==> src/rdc_defines.svh <==
// register indices, field positions, codes and timing counts of the rx command block
// assumes a 40 MHz clock and an APB bus whose byte address is four times the index
`ifndef RDC_DEFINES_SVH
`define RDC_DEFINES_SVH

// register indices; byte address is index * 4
`define RDC_IDX_CMD 6'h01
`define RDC_IDX_OP_CTRL 6'h02
`define RDC_IDX_MODE 6'h03
`define RDC_IDX_BITRATE 6'h04
`define RDC_IDX_AUX 6'h09
`define RDC_IDX_RC1 6'h0A
`define RDC_IDX_RC3 6'h0C
`define RDC_IDX_RC4 6'h0D
`define RDC_IDX_ADC 6'h11
`define RDC_IDX_STAT 6'h12

// reset values
`define RDC_RST_OP_CTRL 8'h00
`define RDC_RST_MODE 8'h00
`define RDC_RST_BITRATE 8'h00
`define RDC_RST_AUX 8'h00
`define RDC_RST_RC1 8'h00
`define RDC_RST_RC3 8'h00
`define RDC_RST_RC4 8'h00

// operation control fields
`define RDC_OP_EN 7
`define RDC_OP_RX_EN 6
`define RDC_OP_RX_CHN 5
`define RDC_OP_TX_EN 3
// auxiliary definition fields
`define RDC_AUX_TX_MOD_TYPE 5
`define RDC_AUX_FIELD_DET_ON 4
// receiver configuration one fields
`define RDC_RC1_CHANNEL 7
`define RDC_RC1_AM_DEMOD 6
`define RDC_RC1_LP_HI 5
`define RDC_RC1_LP_LO 3
`define RDC_RC1_ZERO_HI 2
`define RDC_RC1_ZERO_LO 0
// receiver configuration three fields
`define RDC_RC3_CLIP 1
`define RDC_RC3_FORCED_GAIN 0
// mode definition: bit 7 marks a target mode, bits 2:0 the protocol
`define RDC_MODE_TARGET 7
`define RDC_MODE_ISOA 3'h0
`define RDC_MODE_ISOB 3'h1
`define RDC_MODE_TYPEF 3'h2
`define RDC_MODE_NFC_INIT 3'h3
`define RDC_MODE_VICINITY 3'h4
`define RDC_MODE_NFC_TGT 3'h5
`define RDC_MODE_SUBC_STREAM 3'h6
`define RDC_MODE_BPSK_STREAM 3'h7
// bit rate definition: tx in 5:4, rx in 1:0
`define RDC_RATE_106 2'h0
`define RDC_RATE_212 2'h1
`define RDC_RATE_424 2'h2
`define RDC_RATE_848 2'h3
// low pass and zero setting choices
`define RDC_LP_106 3'h0
`define RDC_LP_212 3'h1
`define RDC_LP_424 3'h2
`define RDC_LP_848 3'h4
`define RDC_LP_VICINITY 3'h5
`define RDC_ZERO_SUBC 3'h6
`define RDC_ZERO_848 3'h3
`define RDC_ZERO_DEFAULT 3'h0
// direct command codes
`define RDC_CMD_PRESET 8'hCC
`define RDC_CMD_MASK 8'hD0
`define RDC_CMD_UNMASK 8'hD1
`define RDC_CMD_MEAS_AMP 8'hD3
`define RDC_CMD_SQUELCH 8'hD4
`define RDC_CMD_GAIN_RST 8'hD5
// status fields
`define RDC_STAT_MEAS_BUSY 0
`define RDC_STAT_SQUELCH 1
`define RDC_STAT_RX_ON 2
`define RDC_STAT_MASK_CMD 3
// amplitude scale: micro volt peak-peak per count, full scale code
`define RDC_AMPL_LSB_UVPP 13020
`define RDC_AMPL_FULL_CODE 8'hE6
// timing
`define RDC_CLK_PERIOD_NS 25
`define RDC_MEAS_MAX_NS 25000
`define RDC_MEAS_CYC (`RDC_MEAS_MAX_NS / `RDC_CLK_PERIOD_NS)
`define RDC_SQUELCH_MAX_NS 500000
`define RDC_SQUELCH_CYC (`RDC_SQUELCH_MAX_NS / `RDC_CLK_PERIOD_NS)

`endif

==> src/rdc_pkg.sv <==
// types shared by the rx command block
// assumes rdc_defines.svh for all numeric values
package rdc_pkg;

  typedef enum logic [1:0] {
    RDC_ST_IDLE,
    RDC_ST_MEAS_WAIT,
    RDC_ST_SQUELCH
  } rdc_state_t;

  // values loaded by the analog preset command
  typedef struct packed {
    logic [7:0] op_ctrl;
    logic [7:0] aux;
    logic [7:0] rc1;
    logic [7:0] rc3;
  } rdc_preset_t;

endpackage

==> src/rdc_rx_cmd_ctrl.sv <==
// receiver side direct command control with APB register access
// assumes synchronous inputs, a 40 MHz clock and an analog front end that answers
// the converter start and squelch requests on the status inputs
//
// Chosen here: the APB interface to the registers.
`timescale 1ns/1ps
`include "rdc_defines.svh"

module rdc_rx_cmd_ctrl #(
  parameter int unsigned P_SQUELCH_CYC = `RDC_SQUELCH_CYC
) (
  // clock and reset
  input wire logic i_ref_clk,
  input wire logic i_reset_n,
  // apb slave
  input wire logic i_psel,
  input wire logic i_penable,
  input wire logic i_pwrite,
  input wire logic [7:0] i_paddr,
  input wire logic [31:0] i_pwdata,
  output logic [31:0] o_prdata,
  output logic o_pready,
  output logic o_pslverr,
  // front end status
  input wire logic i_osc_stable,
  input wire logic i_mrt_running,
  input wire logic i_adc_valid,
  input wire logic [7:0] i_adc_data,
  input wire logic i_squelch_done,
  // receiver control
  output logic o_rx_on,
  output logic o_framing_en,
  output logic o_mrt_reset,
  // measurement control
  output logic o_tx_on,
  output logic o_ampl_det_en,
  output logic o_adc_abs_mode,
  output logic o_adc_start,
  // gain and squelch control
  output logic o_squelch_active,
  output logic o_squelch_clear,
  output logic o_agc_init,
  output logic o_gain_load,
  output logic [7:0] o_gain_reduction,
  // command termination event
  output logic o_cmd_done
);

  localparam int unsigned MEAS_CYC = `RDC_MEAS_CYC;

  rdc_pkg::rdc_state_t state_q;
  logic [7:0] op_ctrl_q;
  logic [7:0] mode_q;
  logic [7:0] bitrate_q;
  logic [7:0] aux_q;
  logic [7:0] rc1_q;
  logic [7:0] rc3_q;
  logic [7:0] rc4_q;
  logic [7:0] adc_q;
  logic mask_cmd_q;
  logic rx_on_q;
  logic mrt_reset_q;
  logic meas_busy_q;
  logic squelch_q;
  logic done_q;
  logic squelch_clear_q;
  logic gain_load_q;
  logic adc_start_q;
  logic [7:0] gain_q;
  logic [14:0] cnt_q;
  logic [31:0] prdata_q;

  logic setup;
  logic wr_acc;
  logic mapped;
  logic cmd_wr;
  logic [7:0] cmd;
  logic idle;
  logic en_ok;
  logic rx_en;
  logic preset_acc;
  logic mask_acc;
  logic unmask_acc;
  logic meas_acc;
  logic squelch_acc;
  logic gain_acc;
  logic nfc_act;
  logic mask_d;
  rdc_pkg::rdc_preset_t preset;

  // index decode, also used by the read mux
  function automatic logic idx_hit(input logic [7:0] addr, input logic [5:0] idx);
    idx_hit = (addr[7:2] == idx) && (addr[1:0] == 2'h0);
  endfunction

  function automatic logic [2:0] lp_sel(input logic [2:0] mode, input logic [1:0] rate);
    if (mode == `RDC_MODE_VICINITY) begin
      lp_sel = `RDC_LP_VICINITY;
    end else begin
      case (rate)
        `RDC_RATE_106: lp_sel = `RDC_LP_106;
        `RDC_RATE_212: lp_sel = `RDC_LP_212;
        `RDC_RATE_424: lp_sel = `RDC_LP_424;
        default: lp_sel = `RDC_LP_848;
      endcase
    end
  endfunction

  function automatic logic [2:0] zero_sel(input logic [2:0] mode, input logic [1:0] rate);
    if (mode == `RDC_MODE_ISOB || mode == `RDC_MODE_TYPEF) begin
      zero_sel = `RDC_ZERO_SUBC;
    end else if (rate == `RDC_RATE_848) begin
      zero_sel = `RDC_ZERO_848;
    end else begin
      zero_sel = `RDC_ZERO_DEFAULT;
    end
  endfunction

  // apb decode
  assign setup = i_psel && !i_penable;
  assign wr_acc = i_psel && i_penable && i_pwrite;
  assign mapped = idx_hit(i_paddr, `RDC_IDX_CMD) || idx_hit(i_paddr, `RDC_IDX_OP_CTRL) ||
                  idx_hit(i_paddr, `RDC_IDX_MODE) || idx_hit(i_paddr, `RDC_IDX_BITRATE) ||
                  idx_hit(i_paddr, `RDC_IDX_AUX) || idx_hit(i_paddr, `RDC_IDX_RC1) ||
                  idx_hit(i_paddr, `RDC_IDX_RC3) || idx_hit(i_paddr, `RDC_IDX_RC4) ||
                  idx_hit(i_paddr, `RDC_IDX_ADC) || idx_hit(i_paddr, `RDC_IDX_STAT);
  assign o_pready = 1'b1;
  assign o_pslverr = i_psel && i_penable && !mapped;
  assign o_prdata = prdata_q;

  assign cmd_wr = wr_acc && idx_hit(i_paddr, `RDC_IDX_CMD);
  assign cmd = i_pwdata[7:0];
  // non-chainable commands keep the block busy; anything but the gain reset sent meanwhile is dropped
  assign idle = (state_q == rdc_pkg::RDC_ST_IDLE);
  assign en_ok = op_ctrl_q[`RDC_OP_EN] && i_osc_stable;
  assign rx_en = op_ctrl_q[`RDC_OP_RX_EN];
  assign nfc_act = (mode_q[2:0] == `RDC_MODE_NFC_INIT) || (mode_q[2:0] == `RDC_MODE_NFC_TGT);

  // acceptance conditions
  assign preset_acc = cmd_wr && idle && cmd == `RDC_CMD_PRESET;
  assign mask_acc = cmd_wr && idle && cmd == `RDC_CMD_MASK && rx_en;
  assign unmask_acc = cmd_wr && idle && cmd == `RDC_CMD_UNMASK && rx_en;
  assign meas_acc = cmd_wr && idle && cmd == `RDC_CMD_MEAS_AMP && en_ok;
  assign gain_acc = cmd_wr && cmd == `RDC_CMD_GAIN_RST && en_ok;
  // accepted only with tx and rx enabled and while rx on is low; otherwise dropped
  assign squelch_acc = cmd_wr && idle && cmd == `RDC_CMD_SQUELCH && rx_en &&
                       op_ctrl_q[`RDC_OP_TX_EN] && !rx_on_q;

  // preset values
  always_comb begin
    preset.op_ctrl = op_ctrl_q;
    preset.aux = aux_q;
    preset.rc1 = rc1_q;
    preset.rc3 = rc3_q;
    preset.op_ctrl[`RDC_OP_RX_CHN] = nfc_act ? 1'b1 : op_ctrl_q[`RDC_OP_RX_CHN];
    if (mode_q[`RDC_MODE_TARGET] || nfc_act) begin
      preset.op_ctrl[`RDC_OP_TX_EN] = 1'b0;
    end
    preset.aux[`RDC_AUX_TX_MOD_TYPE] = !((mode_q[2:0] == `RDC_MODE_ISOA) ||
        (nfc_act && bitrate_q[5:4] == `RDC_RATE_106));
    preset.aux[`RDC_AUX_FIELD_DET_ON] = nfc_act;
    if (nfc_act) begin
      preset.rc1[`RDC_RC1_CHANNEL] = 1'b0;
    end
    // every supported rx rate is at or below fc/16
    preset.rc1[`RDC_RC1_AM_DEMOD] = 1'b0;
    preset.rc1[`RDC_RC1_LP_HI:`RDC_RC1_LP_LO] = lp_sel(mode_q[2:0], bitrate_q[1:0]);
    preset.rc1[`RDC_RC1_ZERO_HI:`RDC_RC1_ZERO_LO] =
        zero_sel(mode_q[2:0], bitrate_q[1:0]);
    preset.rc3[`RDC_RC3_CLIP] = nfc_act;
    preset.rc3[`RDC_RC3_FORCED_GAIN] = nfc_act;
  end

  // software registers; preset overrides the affected fields
  always_ff @(posedge i_ref_clk or negedge i_reset_n) begin
    if (!i_reset_n) begin
      op_ctrl_q <= `RDC_RST_OP_CTRL;
      mode_q <= `RDC_RST_MODE;
      bitrate_q <= `RDC_RST_BITRATE;
      aux_q <= `RDC_RST_AUX;
      rc1_q <= `RDC_RST_RC1;
      rc3_q <= `RDC_RST_RC3;
      rc4_q <= `RDC_RST_RC4;
    end else if (preset_acc) begin
      op_ctrl_q <= preset.op_ctrl;
      aux_q <= preset.aux;
      rc1_q <= preset.rc1;
      rc3_q <= preset.rc3;
    end else if (wr_acc) begin
      if (idx_hit(i_paddr, `RDC_IDX_OP_CTRL)) op_ctrl_q <= i_pwdata[7:0];
      if (idx_hit(i_paddr, `RDC_IDX_MODE)) mode_q <= i_pwdata[7:0];
      if (idx_hit(i_paddr, `RDC_IDX_BITRATE)) bitrate_q <= i_pwdata[7:0];
      if (idx_hit(i_paddr, `RDC_IDX_AUX)) aux_q <= i_pwdata[7:0];
      if (idx_hit(i_paddr, `RDC_IDX_RC1)) rc1_q <= i_pwdata[7:0];
      if (idx_hit(i_paddr, `RDC_IDX_RC3)) rc3_q <= i_pwdata[7:0];
      if (idx_hit(i_paddr, `RDC_IDX_RC4)) rc4_q <= i_pwdata[7:0];
    end
  end

  // read data is captured in the setup cycle so the access phase needs no wait
  always_ff @(posedge i_ref_clk or negedge i_reset_n) begin
    if (!i_reset_n) begin
      prdata_q <= 32'h0000_0000;
    end else if (setup) begin
      prdata_q <= 32'h0000_0000;
      if (idx_hit(i_paddr, `RDC_IDX_OP_CTRL)) prdata_q[7:0] <= op_ctrl_q;
      if (idx_hit(i_paddr, `RDC_IDX_MODE)) prdata_q[7:0] <= mode_q;
      if (idx_hit(i_paddr, `RDC_IDX_BITRATE)) prdata_q[7:0] <= bitrate_q;
      if (idx_hit(i_paddr, `RDC_IDX_AUX)) prdata_q[7:0] <= aux_q;
      if (idx_hit(i_paddr, `RDC_IDX_RC1)) prdata_q[7:0] <= rc1_q;
      if (idx_hit(i_paddr, `RDC_IDX_RC3)) prdata_q[7:0] <= rc3_q;
      if (idx_hit(i_paddr, `RDC_IDX_RC4)) prdata_q[7:0] <= rc4_q;
      if (idx_hit(i_paddr, `RDC_IDX_ADC)) prdata_q[7:0] <= adc_q;
      if (idx_hit(i_paddr, `RDC_IDX_STAT)) begin
        prdata_q[`RDC_STAT_MEAS_BUSY] <= meas_busy_q;
        prdata_q[`RDC_STAT_SQUELCH] <= squelch_q;
        prdata_q[`RDC_STAT_RX_ON] <= rx_on_q;
        prdata_q[`RDC_STAT_MASK_CMD] <= mask_cmd_q;
      end
    end
  end

  // receive masking
  always_comb begin
    mask_d = mask_cmd_q;
    if (mask_acc) mask_d = 1'b1;
    if (unmask_acc) mask_d = 1'b0;
  end

  always_ff @(posedge i_ref_clk or negedge i_reset_n) begin
    if (!i_reset_n) begin
      mask_cmd_q <= 1'b0;
      rx_on_q <= 1'b0;
      mrt_reset_q <= 1'b0;
    end else begin
      mask_cmd_q <= mask_d;
      mrt_reset_q <= unmask_acc && i_mrt_running;
      // the timer still reads running the cycle after its reset, so that cycle is ignored
      rx_on_q <= rx_en && !(mask_d ||
          (i_mrt_running && !unmask_acc && !mrt_reset_q));
    end
  end

  assign o_rx_on = rx_on_q;
  assign o_framing_en = rx_on_q;
  assign o_mrt_reset = mrt_reset_q;

  // measurement and squelch sequencer
  always_ff @(posedge i_ref_clk or negedge i_reset_n) begin
    if (!i_reset_n) begin
      state_q <= rdc_pkg::RDC_ST_IDLE;
      cnt_q <= 15'h0000;
      adc_q <= 8'h00;
      done_q <= 1'b0;
      adc_start_q <= 1'b0;
    end else begin
      done_q <= 1'b0;
      adc_start_q <= 1'b0;
      case (state_q)
        rdc_pkg::RDC_ST_IDLE: begin
          cnt_q <= 15'h0000;
          if (meas_acc) begin
            state_q <= rdc_pkg::RDC_ST_MEAS_WAIT;
            adc_start_q <= 1'b1;
          end else if (squelch_acc) begin
            state_q <= rdc_pkg::RDC_ST_SQUELCH;
          end
        end
        rdc_pkg::RDC_ST_MEAS_WAIT: begin
          cnt_q <= cnt_q + 15'h0001;
          // one count is 13.02 mVpp on the inputs; scaling lives in the detector
          // a silent converter still ends the command in time, result left as is
          if (i_adc_valid || cnt_q == 15'(MEAS_CYC - 2)) begin
            if (i_adc_valid) adc_q <= i_adc_data;
            state_q <= rdc_pkg::RDC_ST_IDLE;
            done_q <= 1'b1;
          end
        end
        rdc_pkg::RDC_ST_SQUELCH: begin
          cnt_q <= cnt_q + 15'h0001;
          if (gain_acc || i_squelch_done || cnt_q == 15'(P_SQUELCH_CYC - 1)) begin
            state_q <= rdc_pkg::RDC_ST_IDLE;
          end
        end
        default: state_q <= rdc_pkg::RDC_ST_IDLE;
      endcase
    end
  end

  assign meas_busy_q = (state_q == rdc_pkg::RDC_ST_MEAS_WAIT);
  assign squelch_q = (state_q == rdc_pkg::RDC_ST_SQUELCH);
  assign o_tx_on = op_ctrl_q[`RDC_OP_TX_EN] || meas_busy_q;
  assign o_ampl_det_en = meas_busy_q;
  assign o_adc_abs_mode = meas_busy_q;
  assign o_adc_start = adc_start_q;
  assign o_squelch_active = squelch_q;
  assign o_cmd_done = done_q;

  // gain reset
  always_ff @(posedge i_ref_clk or negedge i_reset_n) begin
    if (!i_reset_n) begin
      gain_load_q <= 1'b0;
      squelch_clear_q <= 1'b0;
      gain_q <= 8'h00;
    end else begin
      gain_load_q <= gain_acc;
      squelch_clear_q <= gain_acc;
      if (gain_acc) gain_q <= rc4_q;
    end
  end

  assign o_gain_load = gain_load_q;
  assign o_agc_init = gain_load_q;
  assign o_squelch_clear = squelch_clear_q;
  assign o_gain_reduction = gain_q;
endmodule // rdc_rx_cmd_ctrl

==> config.mk <==
export PLATFORM = sky130hd
export DESIGN_NAME = rdc_rx_cmd_ctrl
export DESIGN_NICKNAME = d
export VERILOG_FILES = /design/src/rdc_pkg.sv /design/src/rdc_rx_cmd_ctrl.sv
export VERILOG_INCLUDE_DIRS = /design/src
export SDC_FILE = /design/constraint.sdc
export NUM_CORES = 1
export LEC_CHECK = 0
export ABC_AREA = 1
export BUFFER_PORTS_ARGS = -buffer_cell sky130_fd_sc_hd__buf_2
export CAP_MARGIN = 20
export CORE_MARGIN = 2
export CORE_UTILIZATION = 50
export CTS_CLUSTER_DIAMETER = 150
export CTS_CLUSTER_SIZE = 24
export DETAILED_ROUTE_END_ITERATION = 10
export PLACE_DENSITY = 0.78
export REMOVE_ABC_BUFFERS = 1
export SLEW_MARGIN = 20
export SYNTH_ARGS = -nofsm -noshare
export SYNTH_HDL_FRONTEND = slang
export SYNTH_SLANG_ARGS = --single-unit
==> constraint.sdc <==
create_clock -name i_ref_clk -period 2.1 [get_ports i_ref_clk]
set_input_delay 0.21 -clock i_ref_clk [delete_from_list [all_inputs] [get_ports i_ref_clk]]
set_output_delay 0.21 -clock i_ref_clk [all_outputs]
set_load 0.005 [all_outputs]
== Word level (Yosys, flattened, before mapping) ==
Cells that the tools add are included.
Storage, ports and cells
  register bits after elaboration: 103
  latch bits: 0
  memory bits (writable): 0
  memory bits (read-only): 0
  input bits: 57
  output and inout port bits: 54
  word-level logic and storage cells: 184
  memories: 0
Cells by class
  $add $sub $neg: 1
  multiply operators: 0
  divide/modulo/power cells: 0
  $lt $le $gt $ge: 0
  equal/unequal tests: 33
  shifts and indexed selects: 0
  mux-type cells: 40
  bitwise logic cells: 1
  reductions and logical operators: 86
Operator list (number)
  $mux W8: 11
  $eq A8 B8 Y1 const B: 6
  $mux W6: 6
  $logic_and A1 B1 Y1: 35
  $reduce_and A3 Y1: 11
  $pmux W15 S2: 1
  $eq A6 B4 Y1 const B: 4
  $logic_or A1 B1 Y1: 18
  $mux W2: 8
  $add A15 B1 Y15 const B: 1
  $eq A15 B10 Y1 const B: 1
  $eq A15 B15 Y1 const B: 1
  $eq A6 B2 Y1 const B: 2
  $eq A6 B5 Y1 const B: 2
  $reduce_bool A2 Y1: 6
  $mux W1: 9
  $pmux W3 S3: 1
  $logic_not A2 Y1: 4
  $ne A2 B1 Y1 const B: 4
  $logic_not A1 Y1: 7
  $eq A2 B2 Y1 const B: 3
  $eq A3 B2 Y1 const B: 2
  $eq A3 B3 Y1 const B: 2
  $eq A6 B1 Y1 const B: 1
  other kinds (11): 15

== Longest topological paths before layout ==
Gate-level depths: netlist of the first run.
  depth in word-level cells: 13
  depth in mapped cells: 12
  mapped depth without buffers: 12

== Least setup slack after synthesis of the first run ==
No wires, ideal clock.
  path type: reg2reg
  start point: register state_q[0]
  end point: register cnt_q[14]
  library setup time: 0.119 ns
  arrival time: 1.479 ns
  data required time: 1.981 ns
  path slack: 0.502 ns
  stages on the path, launching flop included: 10
  buffers on the path: 0
  period minus slack after synthesis: 1.598 ns
  cell sequence: dfrtp_1 -> ha_1 -> inv_1 -> nand3_1 -> nor3_1 -> nand3_1 -> inv_1 -> nand3_1 -> nand2_1 -> nor2_1
Between the ends
  word-level cells in the longest chain between the ends: 3
  elaborated cells on any way between the ends: 6
  classes of those cells: eq/ne (2); mux (1); reduce/logical (3)
Ends and longest elaborated chain
  start, declared: RTL line rdc_rx_cmd_ctrl.sv:51  | rdc_pkg::rdc_state_t state_q;
  start signal, assigned: RTL line rdc_rx_cmd_ctrl.sv:251  | state_q <= rdc_pkg::RDC_ST_IDLE;
  start signal, assigned: RTL line rdc_rx_cmd_ctrl.sv:263  | state_q <= rdc_pkg::RDC_ST_MEAS_WAIT;
  start signal, assigned: RTL line rdc_rx_cmd_ctrl.sv:266  | state_q <= rdc_pkg::RDC_ST_SQUELCH;
  $eq A2 B2 Y1 / $eq A2 B1 Y1 (equally long branches): RTL line rdc_rx_cmd_ctrl.sv:259  | case (state_q)
  $reduce_or A2 Y1 (no line)
  $pmux W15 S2 / $reduce_bool A2 Y1 (equally long branches)
  end signal, assigned: RTL line rdc_rx_cmd_ctrl.sv:270  | cnt_q <= cnt_q + 15'h0001;
  end signal, assigned: RTL line rdc_rx_cmd_ctrl.sv:280  | cnt_q <= cnt_q + 15'h0001;
  end, declared: RTL line rdc_rx_cmd_ctrl.sv:70  | logic [14:0] cnt_q;
Several ways; a longest one is shown, not always the timed one.
A chain may end at the register's enable or synchronous reset.

== Worst setup path in the final report of the first run ==
  start point: input port i_paddr[4]
  end point: output port o_pslverr
Between the ends
  word-level cells in the longest chain between the ends: 13
  elaborated cells on any way between the ends: 31
  classes of those cells: eq/ne (10); reduce/logical (21)
Ends and longest elaborated chain
  start, declared: RTL line rdc_rx_cmd_ctrl.sv:19  | input wire logic [7:0] i_paddr,
  $eq A6 B1 Y1 / $eq A6 B2 Y1 (equally long branches): RTL line rdc_rx_cmd_ctrl.sv:93  | idx_hit = (addr[7:2] == idx) && (addr[1:0] == 2'h0);
  $logic_and A1 B1 Y1: RTL line rdc_rx_cmd_ctrl.sv:93
  $logic_or A1 B1 Y1 (8 in a row): RTL line rdc_rx_cmd_ctrl.sv:122  | assign mapped = idx_hit(i_paddr, `RDC_IDX_CMD) || idx_hit(i_paddr, `RDC_IDX_OP_CTRL) ||
  $logic_or A1 B1 Y1 (*): RTL line rdc_rx_cmd_ctrl.sv:122
  $logic_not A1 Y1 (*): RTL line rdc_rx_cmd_ctrl.sv:128  | assign o_pslverr = i_psel && i_penable && !mapped;
  $logic_and A1 B1 Y1 (*): RTL line rdc_rx_cmd_ctrl.sv:128
  end, declared: RTL line rdc_rx_cmd_ctrl.sv:23  | output logic o_pslverr,
Mark *: on every way between the ends. The rest lies on a longest branch, timed or not.

==> results by group, run 1 <==
Synthesis
  • Primary FF master, synth: dfrtp_1
  • Register area share after synthesis: 46.5%
  • Synth area leaders: dfrtp_1 (46%), nand2_1 (12%), inv_1 (6.6%), o21ai_0 (6.0%), nor2_1 (4.9%)
  • Seq cells post-synth: 103
  • Area share of the largest cell type after synthesis: 46.5%
  • Area leader, netlist: dfrtp_1
  • Post-synthesis cell count: 724
  • Synth Warn #: 0
  • Avg Cell Area, Syn: 7.66 um^2
  • EDFF count, synth: 0
  • Synth cell types: 40
  • Mapped Area: 5550 um^2
  • Post-synth ARST share: 100%

Power and ir drop
  • Cell area power density: 575 nW/um^2
  • Worst IR Drop VDD: 0.366 mV
  • Pleak: 3.28 nW
  • Final Power: 3.60 mW

STA
  • RSZ-0062 raised after global routing: false
  • Minimum clock period: 1.93 ns
  • FMAX: 0.518 GHz
  • Setup violations, final: 0
  • Fin crit share: 91.9%
  • Sum Neg Setup Slack: 0 ns
  • Actual slew at the worst max-slew pin: 0.567 ns
  • Max_slew headroom: 62.2%
  • Final Hold Vio Count: 0
  • Worst Hold Slack: 0.0569 ns
  • Final Skew: 0.0119 ns
  • Final setup margin: 0.169 ns
  • Final slew viol count: 0

GRT
  • Global route overflow: 0
  • Pin count of the biggest net entering global routing: 47
  • Vias in the first global route: 4736
  • GRT Total Usage: 25.4%
  • First-pass GRT wire length: 22900 um
  • Antenna violations before repair: 0

Drt
  • Via count: 4986
  • Avg Vias per Cell: 5.25
  • DRT iter0 DRCs: 579
  • # DRC: 0
  • ANT nets after route: 0
  • Post-Route WL: 14200 um
  • Drt first pass iters: 6
  • Routed len/inst: 15.0 um

CTS
  • Clk_lat worst skew: 0.38 ns
  • TritonCTS clock tree: built
  • CTS Sinks: 103
  • Root Buffer: clkbuf_8
  • Setup Buffers After CTS: 0
  • CTS Buf Count: 9
  • H-tree depth: 3
  • Worst-case clock buffer depth: 2
  • Clock slew at the register clock pins of the worst setup and hold paths: 0.10 ns

Outcome
  • Status: finished clean

Critical path
  • CP peak stage delay: 0.42 ns
  • CP top delay family: simple AND/OR/NAND/NOR gates
  • Critical Path RT: 1.89 ns
  • Startpoint types: primary input
  • Crit path max fanout: 10
  • WP buf/inv: 4
  • Worst Path Arrival: 1.72 ns
  • CP cell instances: buf_2 > inv_1 > nand2_1 > inv_1 > nand3_1 > nand2_1 > nor4_1 > buf_2
  • CP max-delay cell: nor4_1
  • Critical Path Sink Type: primary output
  • Critical path class: in -> out

Floorplan
  • IO Count: 111
  • Die width: 109 um
  • Die area: 12000 um^2
  • # rows: 38
  • Core Region: 10800 um^2
  • Die height: 109 um
  • Initial Utilization: 51.2%

Finish
  • Ant diodes: 0
  • Biggest register: cnt_q
  • Max FFs per register: 15
  • Fin util: 57.7%
  • Layout area overhead: 12.8%
  • Layout cells sized above 1: 15.9%
  • Final #Nets: 867

Place
  • Gpl congestion: 0.979
  • Setup WS pre-CTS: 0.0923 ns
  • Port bufs: 61
  • Detailed placement HPWL: 10700 um

Run
  • Max_cap viols: 0

Worst hold path
  • HP Class: in -> reg
## cell usage after synthesis, types with 3 or more instances
cell type  instances
nand3_1           30
buf_4             30
o211ai_1           5
buf_2              6
mux2_2             4
or2_2              4
nand4_1           24
o21a_1             3
a31oi_1            3
nor2_2             4
ha_1               6
o21ai_0           66
clkbuf_1           3
nor2_1            72
a21oi_1           25
o21bai_1           3
o21ai_1           21
inv_1             97
dfrtp_1          103
nand2_1          172
nor3_1            17
## power breakdown
| part | internal [mW] | total (mW) | switching, mW |
|---|---|---|---|
| Combinational | 0.0848 | 0.275 | 0.190 |
| Clock | 0.565 | 1.30 | 0.732 |
| Sequential | 2.01 | 2.03 | 0.0169 |
| Total | 2.66 | 3.60 | 0.938 |
## cell usage in the layout (no fill, tap or decap), types with 2 or more instances in the layout
| cell | synthesis | final |
|---|---|---|
| nand2_2 | 2 | 2 |
| buf_4 | 30 | 24 |
| nor4_1 | 2 | 2 |
| mux2_2 | 4 | 4 |
| inv_1 | 97 | 97 |
| o21ai_0 | 66 | 66 |
| clkinvlp_4 | 0 | 3 |
| clkbuf_8 | 0 | 9 |
| nor2_2 | 4 | 2 |
| o21bai_1 | 3 | 3 |
| inv_2 | 2 | 2 |
| nand3_2 | 2 | 2 |
| a21oi_1 | 25 | 25 |
| nor3_1 | 17 | 17 |
| ha_1 | 6 | 6 |
| nand3_1 | 30 | 30 |
| buf_2 | 6 | 60 |
| dfrtp_1 | 103 | 103 |
| nand2_1 | 172 | 172 |
| nor2_4 | 2 | 4 |
| conb_1 | 2 | 25 |
| nor2_1 | 72 | 72 |
| or2_2 | 4 | 4 |
| o21a_1 | 3 | 3 |
| nand4_1 | 24 | 24 |
| o211ai_1 | 5 | 5 |
| o21ai_1 | 21 | 21 |
| a31oi_1 | 3 | 3 |
| nand2_4 | 2 | 2 |
## worst paths after layout
kind / from / to / slack, ns / cells after the start
setup / recovery: i_paddr[4] / o_pslverr / 0.17 / 8
hold / removal: i_adc_data[5] / adc_q[5] / 0.06 / 2
setup reg to reg: state_q[0] / aux_q[3] / 0.23 / 7
hold reg to reg: o_prdata[1] / o_prdata[1] / 0.48 / 2
max in group asynchronous: i_reset_n / aux_q[4] / 1.08 / 3
min in group asynchronous: i_reset_n / o_gain_reduction[7] / 0.35 / 2
## cells by family (layout without fill, tap and decap cells)
| family | after synthesis | in the layout | share of synthesized area [%] |
|---|---|---|---|
| simple gates | 340 | 340 | 27.1 |
| buf+inv | 140 | 202 | 11.8 |
| fa+ha+maj | 6 | 6 | 1.35 |
| other cells | 2 | 25 | 0.135 |
| compound gates | 129 | 129 | 12.3 |
| mux | 4 | 4 | 0.812 |
| flops | 103 | 103 | 46.5 |
## through the flow
stage	cells	cell area, um^2
4_1_cts	949	6250
3_5_place_dp	932	6030
5_1_grt	949	6260
2_1_floorplan	707	5360
6_report	949	6260
3_3_place_gp	932	6030
## area by class of cell
cell class / instances / area, um^2
repair buffers: 86 / 510
well taps: 140 / 175
inverters: 100 / 378
multi-input cells: 504 / 2410
flip-flops and latches: 103 / 2580
clock inverters: 7 / 81.3
clock buffers: 9 / 124
fillers: 1009 / 4580
## repair_timing
| action | 4_1_cts | 5_1_grt |
|---|---|---|
| resized for setup | 0 | 2 |
| setup endpoints to repair | 0 | 9 |
| hold endpoints to repair | 39 | 0 |
| hold buffers | 1 | 0 |
## worst reg2reg max path: stages (launching register included)
cell     delay [ns]
dfrtp_1        0.40
inv_1          0.08
ha_1           0.19
inv_1          0.12
nor3_4         0.07
nand2_4        0.17
nand4_1        0.41
o21ai_0        0.32
## metal layers
layer | up-vias | routed length, um | global-route usage [%]
li1 | 2432 | - | -
met1 | 2287 | 6020 | 33.8
met2 | 227 | 6610 | 40.2
met3 | 40 | 1170 | 4.80
met4 | 0 | 439 | 12.0
met5 | - | 0 | 0
No activity file was read; power rests on OpenSTA's default activity.
==> inputs of run 2 (changes only) <==
--- a/config.mk
+++ b/config.mk
@@ -14,7 +14,8 @@
 export CTS_CLUSTER_DIAMETER = 150
 export CTS_CLUSTER_SIZE = 24
 export DETAILED_ROUTE_END_ITERATION = 10
-export PLACE_DENSITY = 0.78
+export GPL_TIMING_DRIVEN = 0
+export PLACE_DENSITY = 0.84
 export REMOVE_ABC_BUFFERS = 1
 export SLEW_MARGIN = 20
 export SYNTH_ARGS = -nofsm -noshare
==> run 2 against run 1 <==
Net effect: non-clock buffer count shrank 19; cell area shrank 1.3%; maximum frequency grew 0.71%; register-to-register slack gained 0.03 ns; clock skew grew 0.0073 ns; critical path type unchanged.
==> results by group, run 2 (synthesis gave the netlist of run 1 again) <==
CTS
  • CTS Buf Count: 9
  • Worst-case clock buffer depth: 2
  • TritonCTS clock tree: built
  • CTS Sinks: 103
  • H-tree depth: 3
  • Clock slew at the register clock pins of the worst setup and hold paths: 0.11 ns
  • Root Buffer: clkbuf_8
  • Clk_lat worst skew: 0.37 ns

Critical path
  • Startpoint types: primary input
  • Critical path class: in -> out
  • Critical Path RT: 1.89 ns
  • Critical Path Sink Type: primary output
  • Crit path max fanout: 10
  • Worst Path Arrival: 1.71 ns

STA
  • FMAX: 0.522 GHz
  • Final Skew: 0.0192 ns
  • Final Hold Vio Count: 0
  • Fin crit share: 91.3%
  • Max_slew headroom: 56.3%
  • Worst Hold Slack: 0.0633 ns
  • Setup violations, final: 0
  • Final slew viol count: 0
  • RSZ-0062 raised after global routing: false
  • Minimum clock period: 1.92 ns
  • Actual slew at the worst max-slew pin: 0.650 ns

Worst hold path
  • HP Class: in -> reg

Drt
  • Post-Route WL: 13600 um
  • Avg Vias per Cell: 5.38
  • # DRC: 0
  • Drt first pass iters: 5
  • Via count: 5008
  • DRT iter0 DRCs: 548
  • Routed len/inst: 14.6 um
  • ANT nets after route: 0

GRT
  • Antenna violations before repair: 0
  • GRT Total Usage: 23.8%
  • Global route overflow: 0
  • Pin count of the biggest net entering global routing: 63
  • Vias in the first global route: 4529
  • First-pass GRT wire length: 21900 um

Place
  • Inst Count DP: 909
  • Gpl congestion: 0.938
  • Port bufs: 61
  • Detailed placement HPWL: 9970 um

Floorplan
  • # rows: 38
  • Initial Utilization: 51.2%
  • Die width: 109 um
  • Die height: 109 um
  • Die area: 12000 um^2
  • IO Count: 111
  • Core Region: 10800 um^2

Finish
  • Biggest register: cnt_q
  • Final #Nets: 849
  • Fill cell count: 989
  • Layout Cells excl Fill: 931
  • Fin util: 56.9%
  • Ant diodes: 0
  • Commonest non-fill, non-tap cell in the layout: nand2_1
  • Multi-input gate area: 2430 um^2
  • Layout cells sized above 1: 14.3%
  • Max FFs per register: 15
  • Reg area: 2580 um^2
  • Leading cell types in the layout, fill and taps excluded: nand2_1 (172), dfrtp_1 (103), inv_1 (97)
  • Layout area overhead: 11.3%

Outcome
  • Status: finished clean

Power and ir drop
  • Worst IR Drop VDD: 0.345 mV
  • Cell area power density: 601 nW/um^2
  • Pleak: 3.22 nW

Run
  • Max_cap viols: 0
==> run 2: what timing repair did <==
action                     in CTS  in global routing
hold buffers                    1                  0
setup endpoints to repair       2                 16
cloned                          0                  1
pin swaps                       0                  1
hold endpoints to repair       41                  0
buffers inserted                0                  4
gates resized for setup         1                  2
==> run 2: cell type report <==
type	count	share of cell area, %
clock buffer	9	2.01
clock inverter	7	1.80
inverter	100	6.12
tap	140	2.84
multi-input combinational	505	39.3
timing repair buffer	67	6.14
sequential	103	41.8
==> run 2: layer usage <==
metal / global-route usage (%) / vias to the layer above / wire [um]
li1: - / 2419 / -
met1: 33.4 / 2318 / 5980
met2: 36.4 / 241 / 6170
met3: 3.32 / 30 / 1140
met4: 11.4 / 0 / 312
met5: 0 / - / 0
==> run 2: final timing paths <==
path,from,endpoint,slack (ns),cells past startpoint
setup / recovery,i_paddr[7],o_pslverr,0.18,8
setup reg to reg,state_q[0],aux_q[2],0.26,10
min in group asynchronous,i_reset_n,bitrate_q[5],0.31,2
hold / removal,i_adc_data[7],adc_q[7],0.06,2
max in group asynchronous,i_reset_n,cnt_q[5],1.14,3
hold reg to reg,o_prdata[1],o_prdata[1],0.48,2
==> run 2: critical path: stages <==
cell,delay (ns)
buf_2,0.14
nor2_4,0.09
nand2_4,0.12
inv_4,0.07
nand3_1,0.33
nand2_1,0.18
nor4_1,0.38
buf_2,0.18
==> run 2: report_power, final <==
part,total [mW],internal (mW),leakage (nW),switching (mW)
combinational,0.256,0.0724,1.79,0.184
sequential,2.03,2.01,1.32,0.0165
clock,1.43,0.703,0.120,0.727
==> run 2: through the flow <==
stage / total power [mW] / cell area, um^2 / setup slack (ns) / TNS (ns)
2_1_floorplan: 2.17 / 5360 / 0.426 / 0
3_3_place_gp: 2.30 / 5840 / -0.260 / -26.32
3_5_place_dp: 2.31 / 5870 / -0.0179 / -0.0302
4_1_cts: 3.73 / 6120 / 0.0605 / 0
5_1_grt: 3.87 / 6170 / 0.0627 / 0
6_report: 3.71 / 6170 / 0.183 / 0
==> inputs of run 3 (changes only) <==
==> constraint.sdc (replaced) <==
create_clock -name i_ref_clk -period 1.8 [get_ports i_ref_clk]
set_input_delay 0.18 -clock i_ref_clk [delete_from_list [all_inputs] [get_ports i_ref_clk]]
set_output_delay 0.18 -clock i_ref_clk [all_outputs]
set_load 0.005 [all_outputs]
==> run 3 against run 2 <==
Net effect: the run now ends with negative setup slack left; cell count grew 1.5%; wire length grew 7.6%; core utilization rose by 3.0 points; non-clock buffer count rose by 14; via count increased by 3.5%; combinational power increased by 23%; sequential share of layout area is 2.1 points lower; die area unchanged; critical endpoint is now bitrate_q[3]; critical path depth grew 1; clock-buffer cell count is the same; register-to-register slack lost 0.29 ns; first-iteration DRC count is 41% higher.
==> results by group, run 3 (synthesis gave the netlist of run 1 again) <==
Power and ir drop
  • Final Power: 4.38 mW
  • Net Sw Frac: 25.7%
  • Worst IR Drop VDD: 0.490 mV
  • Combinational share of power: 7.2%
  • Int Power: 3.25 mW
  • Clk network pwr share: 38.8%
  • Seq pwr share: 54.0%
  • Psw: 1.12 mW
  • Cell area power density: 674 nW/um^2
  • Pleak: 3.34 nW

STA
  • Fin crit share: 101%
  • Minimum clock period: 1.83 ns
  • FMAX: 0.548 GHz
  • RSZ-0062 raised after global routing: true
  • Actual slew at the worst max-slew pin: 0.678 ns
  • Setup violations, final: 2
  • Max_slew headroom: 54.4%
  • Final Hold Vio Count: 0
  • Final slew viol count: 0
  • Final setup margin: -0.0253 ns
  • Final Skew: 0.0205 ns

CTS
  • H-tree depth: 3
  • TritonCTS clock tree: built
  • Clk_lat worst skew: 0.37 ns
  • CTS Buf Count: 9
  • Clock slew at the register clock pins of the worst setup and hold paths: 0.12 ns
  • Root Buffer: clkbuf_8
  • Worst-case clock buffer depth: 2
  • CTS Sinks: 103

Finish
  • Layout area overhead: 17.1%
  • Biggest register: cnt_q
  • Ant diodes: 0
  • Leading cell types in the layout, fill and taps excluded: nand2_1 (164), dfrtp_1 (103), inv_1 (92)
  • Commonest non-fill, non-tap cell in the layout: nand2_1
  • Fill cell count: 904
  • Max FFs per register: 15
  • Final #Nets: 863
  • Layout cells sized above 1: 19.4%

Critical path
  • RR Endpoint: bitrate_q[3]
  • Critical path class: reg -> reg
  • Setup slack, reg-to-reg: -0.03 ns
  • Worst Path Arrival: 2.09 ns
  • Crit path max fanout: 7
  • Critical Path RT: 2.07 ns
  • Startpoint types: register
  • Worst Reg-to-Reg Cells: 9
  • Critical Path Sink Type: register
  • Reg-to-reg startpoint: state_q[0]

Drt
  • # DRC: 0
  • ANT nets after route: 0
  • DRT iter0 DRCs: 775
  • Via count: 5183
  • Post-Route WL: 14600 um
  • Routed len/inst: 15.5 um
  • Drt first pass iters: 6
  • Avg Vias per Cell: 5.48

GRT
  • Antenna violations before repair: 0
  • Vias in the first global route: 4662
  • Pin count of the biggest net entering global routing: 63
  • Global route overflow: 0
  • GRT Total Usage: 24.4%
  • First-pass GRT wire length: 22500 um

Floorplan
  • # rows: 38
  • Initial Utilization: 51.2%
  • Die area: 12000 um^2
  • IO Count: 111
  • Die height: 109 um
  • Die width: 109 um
  • Core Region: 10800 um^2

Place
  • Detailed placement HPWL: 9970 um
  • Gpl congestion: 0.938
  • Port bufs: 61
  • Setup WS pre-CTS: -0.288 ns

Outcome
  • Failing checks: negative setup slack
  • Status: finished, violations left

Worst hold path
  • Worst hold path depth: 2
  • HP Class: in -> reg
  • Hold path endpoint: adc_q[7]
  • Hold path start: i_adc_data[7]

Run
  • Max_cap viols: 0
[run 3: cell count changes in the layout (fill, tap and decap cells not counted), sizes merged]
cell	previous run	this run
clkbuf	9	10
buf	66	79
[run 3: worst max-delay path by stage]
stage / end / start / cells after the start / slack, ns
6_report: bitrate_q[3] / state_q[0] / 9 / -0.03
5_1_grt: mode_q[6] / state_q[0] / 9 / -0.09
4_1_cts: bitrate_q[1] / state_q[0] / 9 / 0.005
3_5_place_dp: rc4_q[4] / i_paddr[7] / 8 / -0.29
3_3_place_gp: cnt_q[7] / i_reset_n / 1 / -0.53
2_1_floorplan: bitrate_q[1] / state_q[0] / 9 / 0.13
[run 3: power groups by stage]
stage	registers, mW	clock network, mW	logic [mW]
6_report	2.36	1.70	0.316
5_1_grt	2.37	1.81	0.355
4_1_cts	2.36	1.70	0.295
3_5_place_dp	2.41	0	0.291
3_3_place_gp	2.41	0	0.277
2_1_floorplan	2.41	0	0.130
[run 3: area by class of cell]
class                   instances  area (um^2)  share of cell area (%)
clock buffers                   9          124                    1.91
well taps                     140          175                    2.70
flip-flops and latches        103         2580                    39.7
repair buffers                 81          529                    8.15
inverters                     100          378                    5.82
clock inverters                 7          111                    1.71
multi-input cells             505         2600                    40.0
[run 3: metal layers]
layer / track usage [%] / routed length, um / up-vias
li1: - / - / 2450
met1: 33.7 / 5960 / 2393
met2: 37.8 / 6710 / 282
met3: 3.73 / 1360 / 58
met4: 11.5 / 586 / 0
met5: 0 / 0 / -
[run 3: per-stage QoR]
stage / area, um^2 / TNS, ns / hold slack [ns] / util [%] / std cells
final: 6500 / -0.0493 / 0.0299 / 59.9 / 945
after global routing: 6500 / -1.10 / 0.0239 / 59.9 / 945
after CTS: 6210 / 0 / 0.0202 / 57.3 / 935
after detailed placement: 5870 / -8.84 / 0.117 / 54.2 / 909
after global placement: 5840 / -60.17 / 0.417 / 53.8 / 908
after floorplan: 5360 / 0 / -0.116 / - / 707
[run 3: worst max-delay path, stage by stage, from the launching register on]
cell	delay, ns
dfrtp_1	0.43
inv_2	0.09
ha_4	0.13
inv_2	0.04
nor3_4	0.27
nand2_4	0.20
nand2_4	0.17
nor2_4	0.07
buf_12	0.15
o21a_1	0.16
[run 3: repair_timing]
action	in CTS	in global routing
hold buffers	1	0
setup endpoints to repair	32	70
gates cloned	1	1
endpoints found under the hold margin	41	0
pin swaps	2	7
setup buffers	8	9
gates resized for setup	3	58
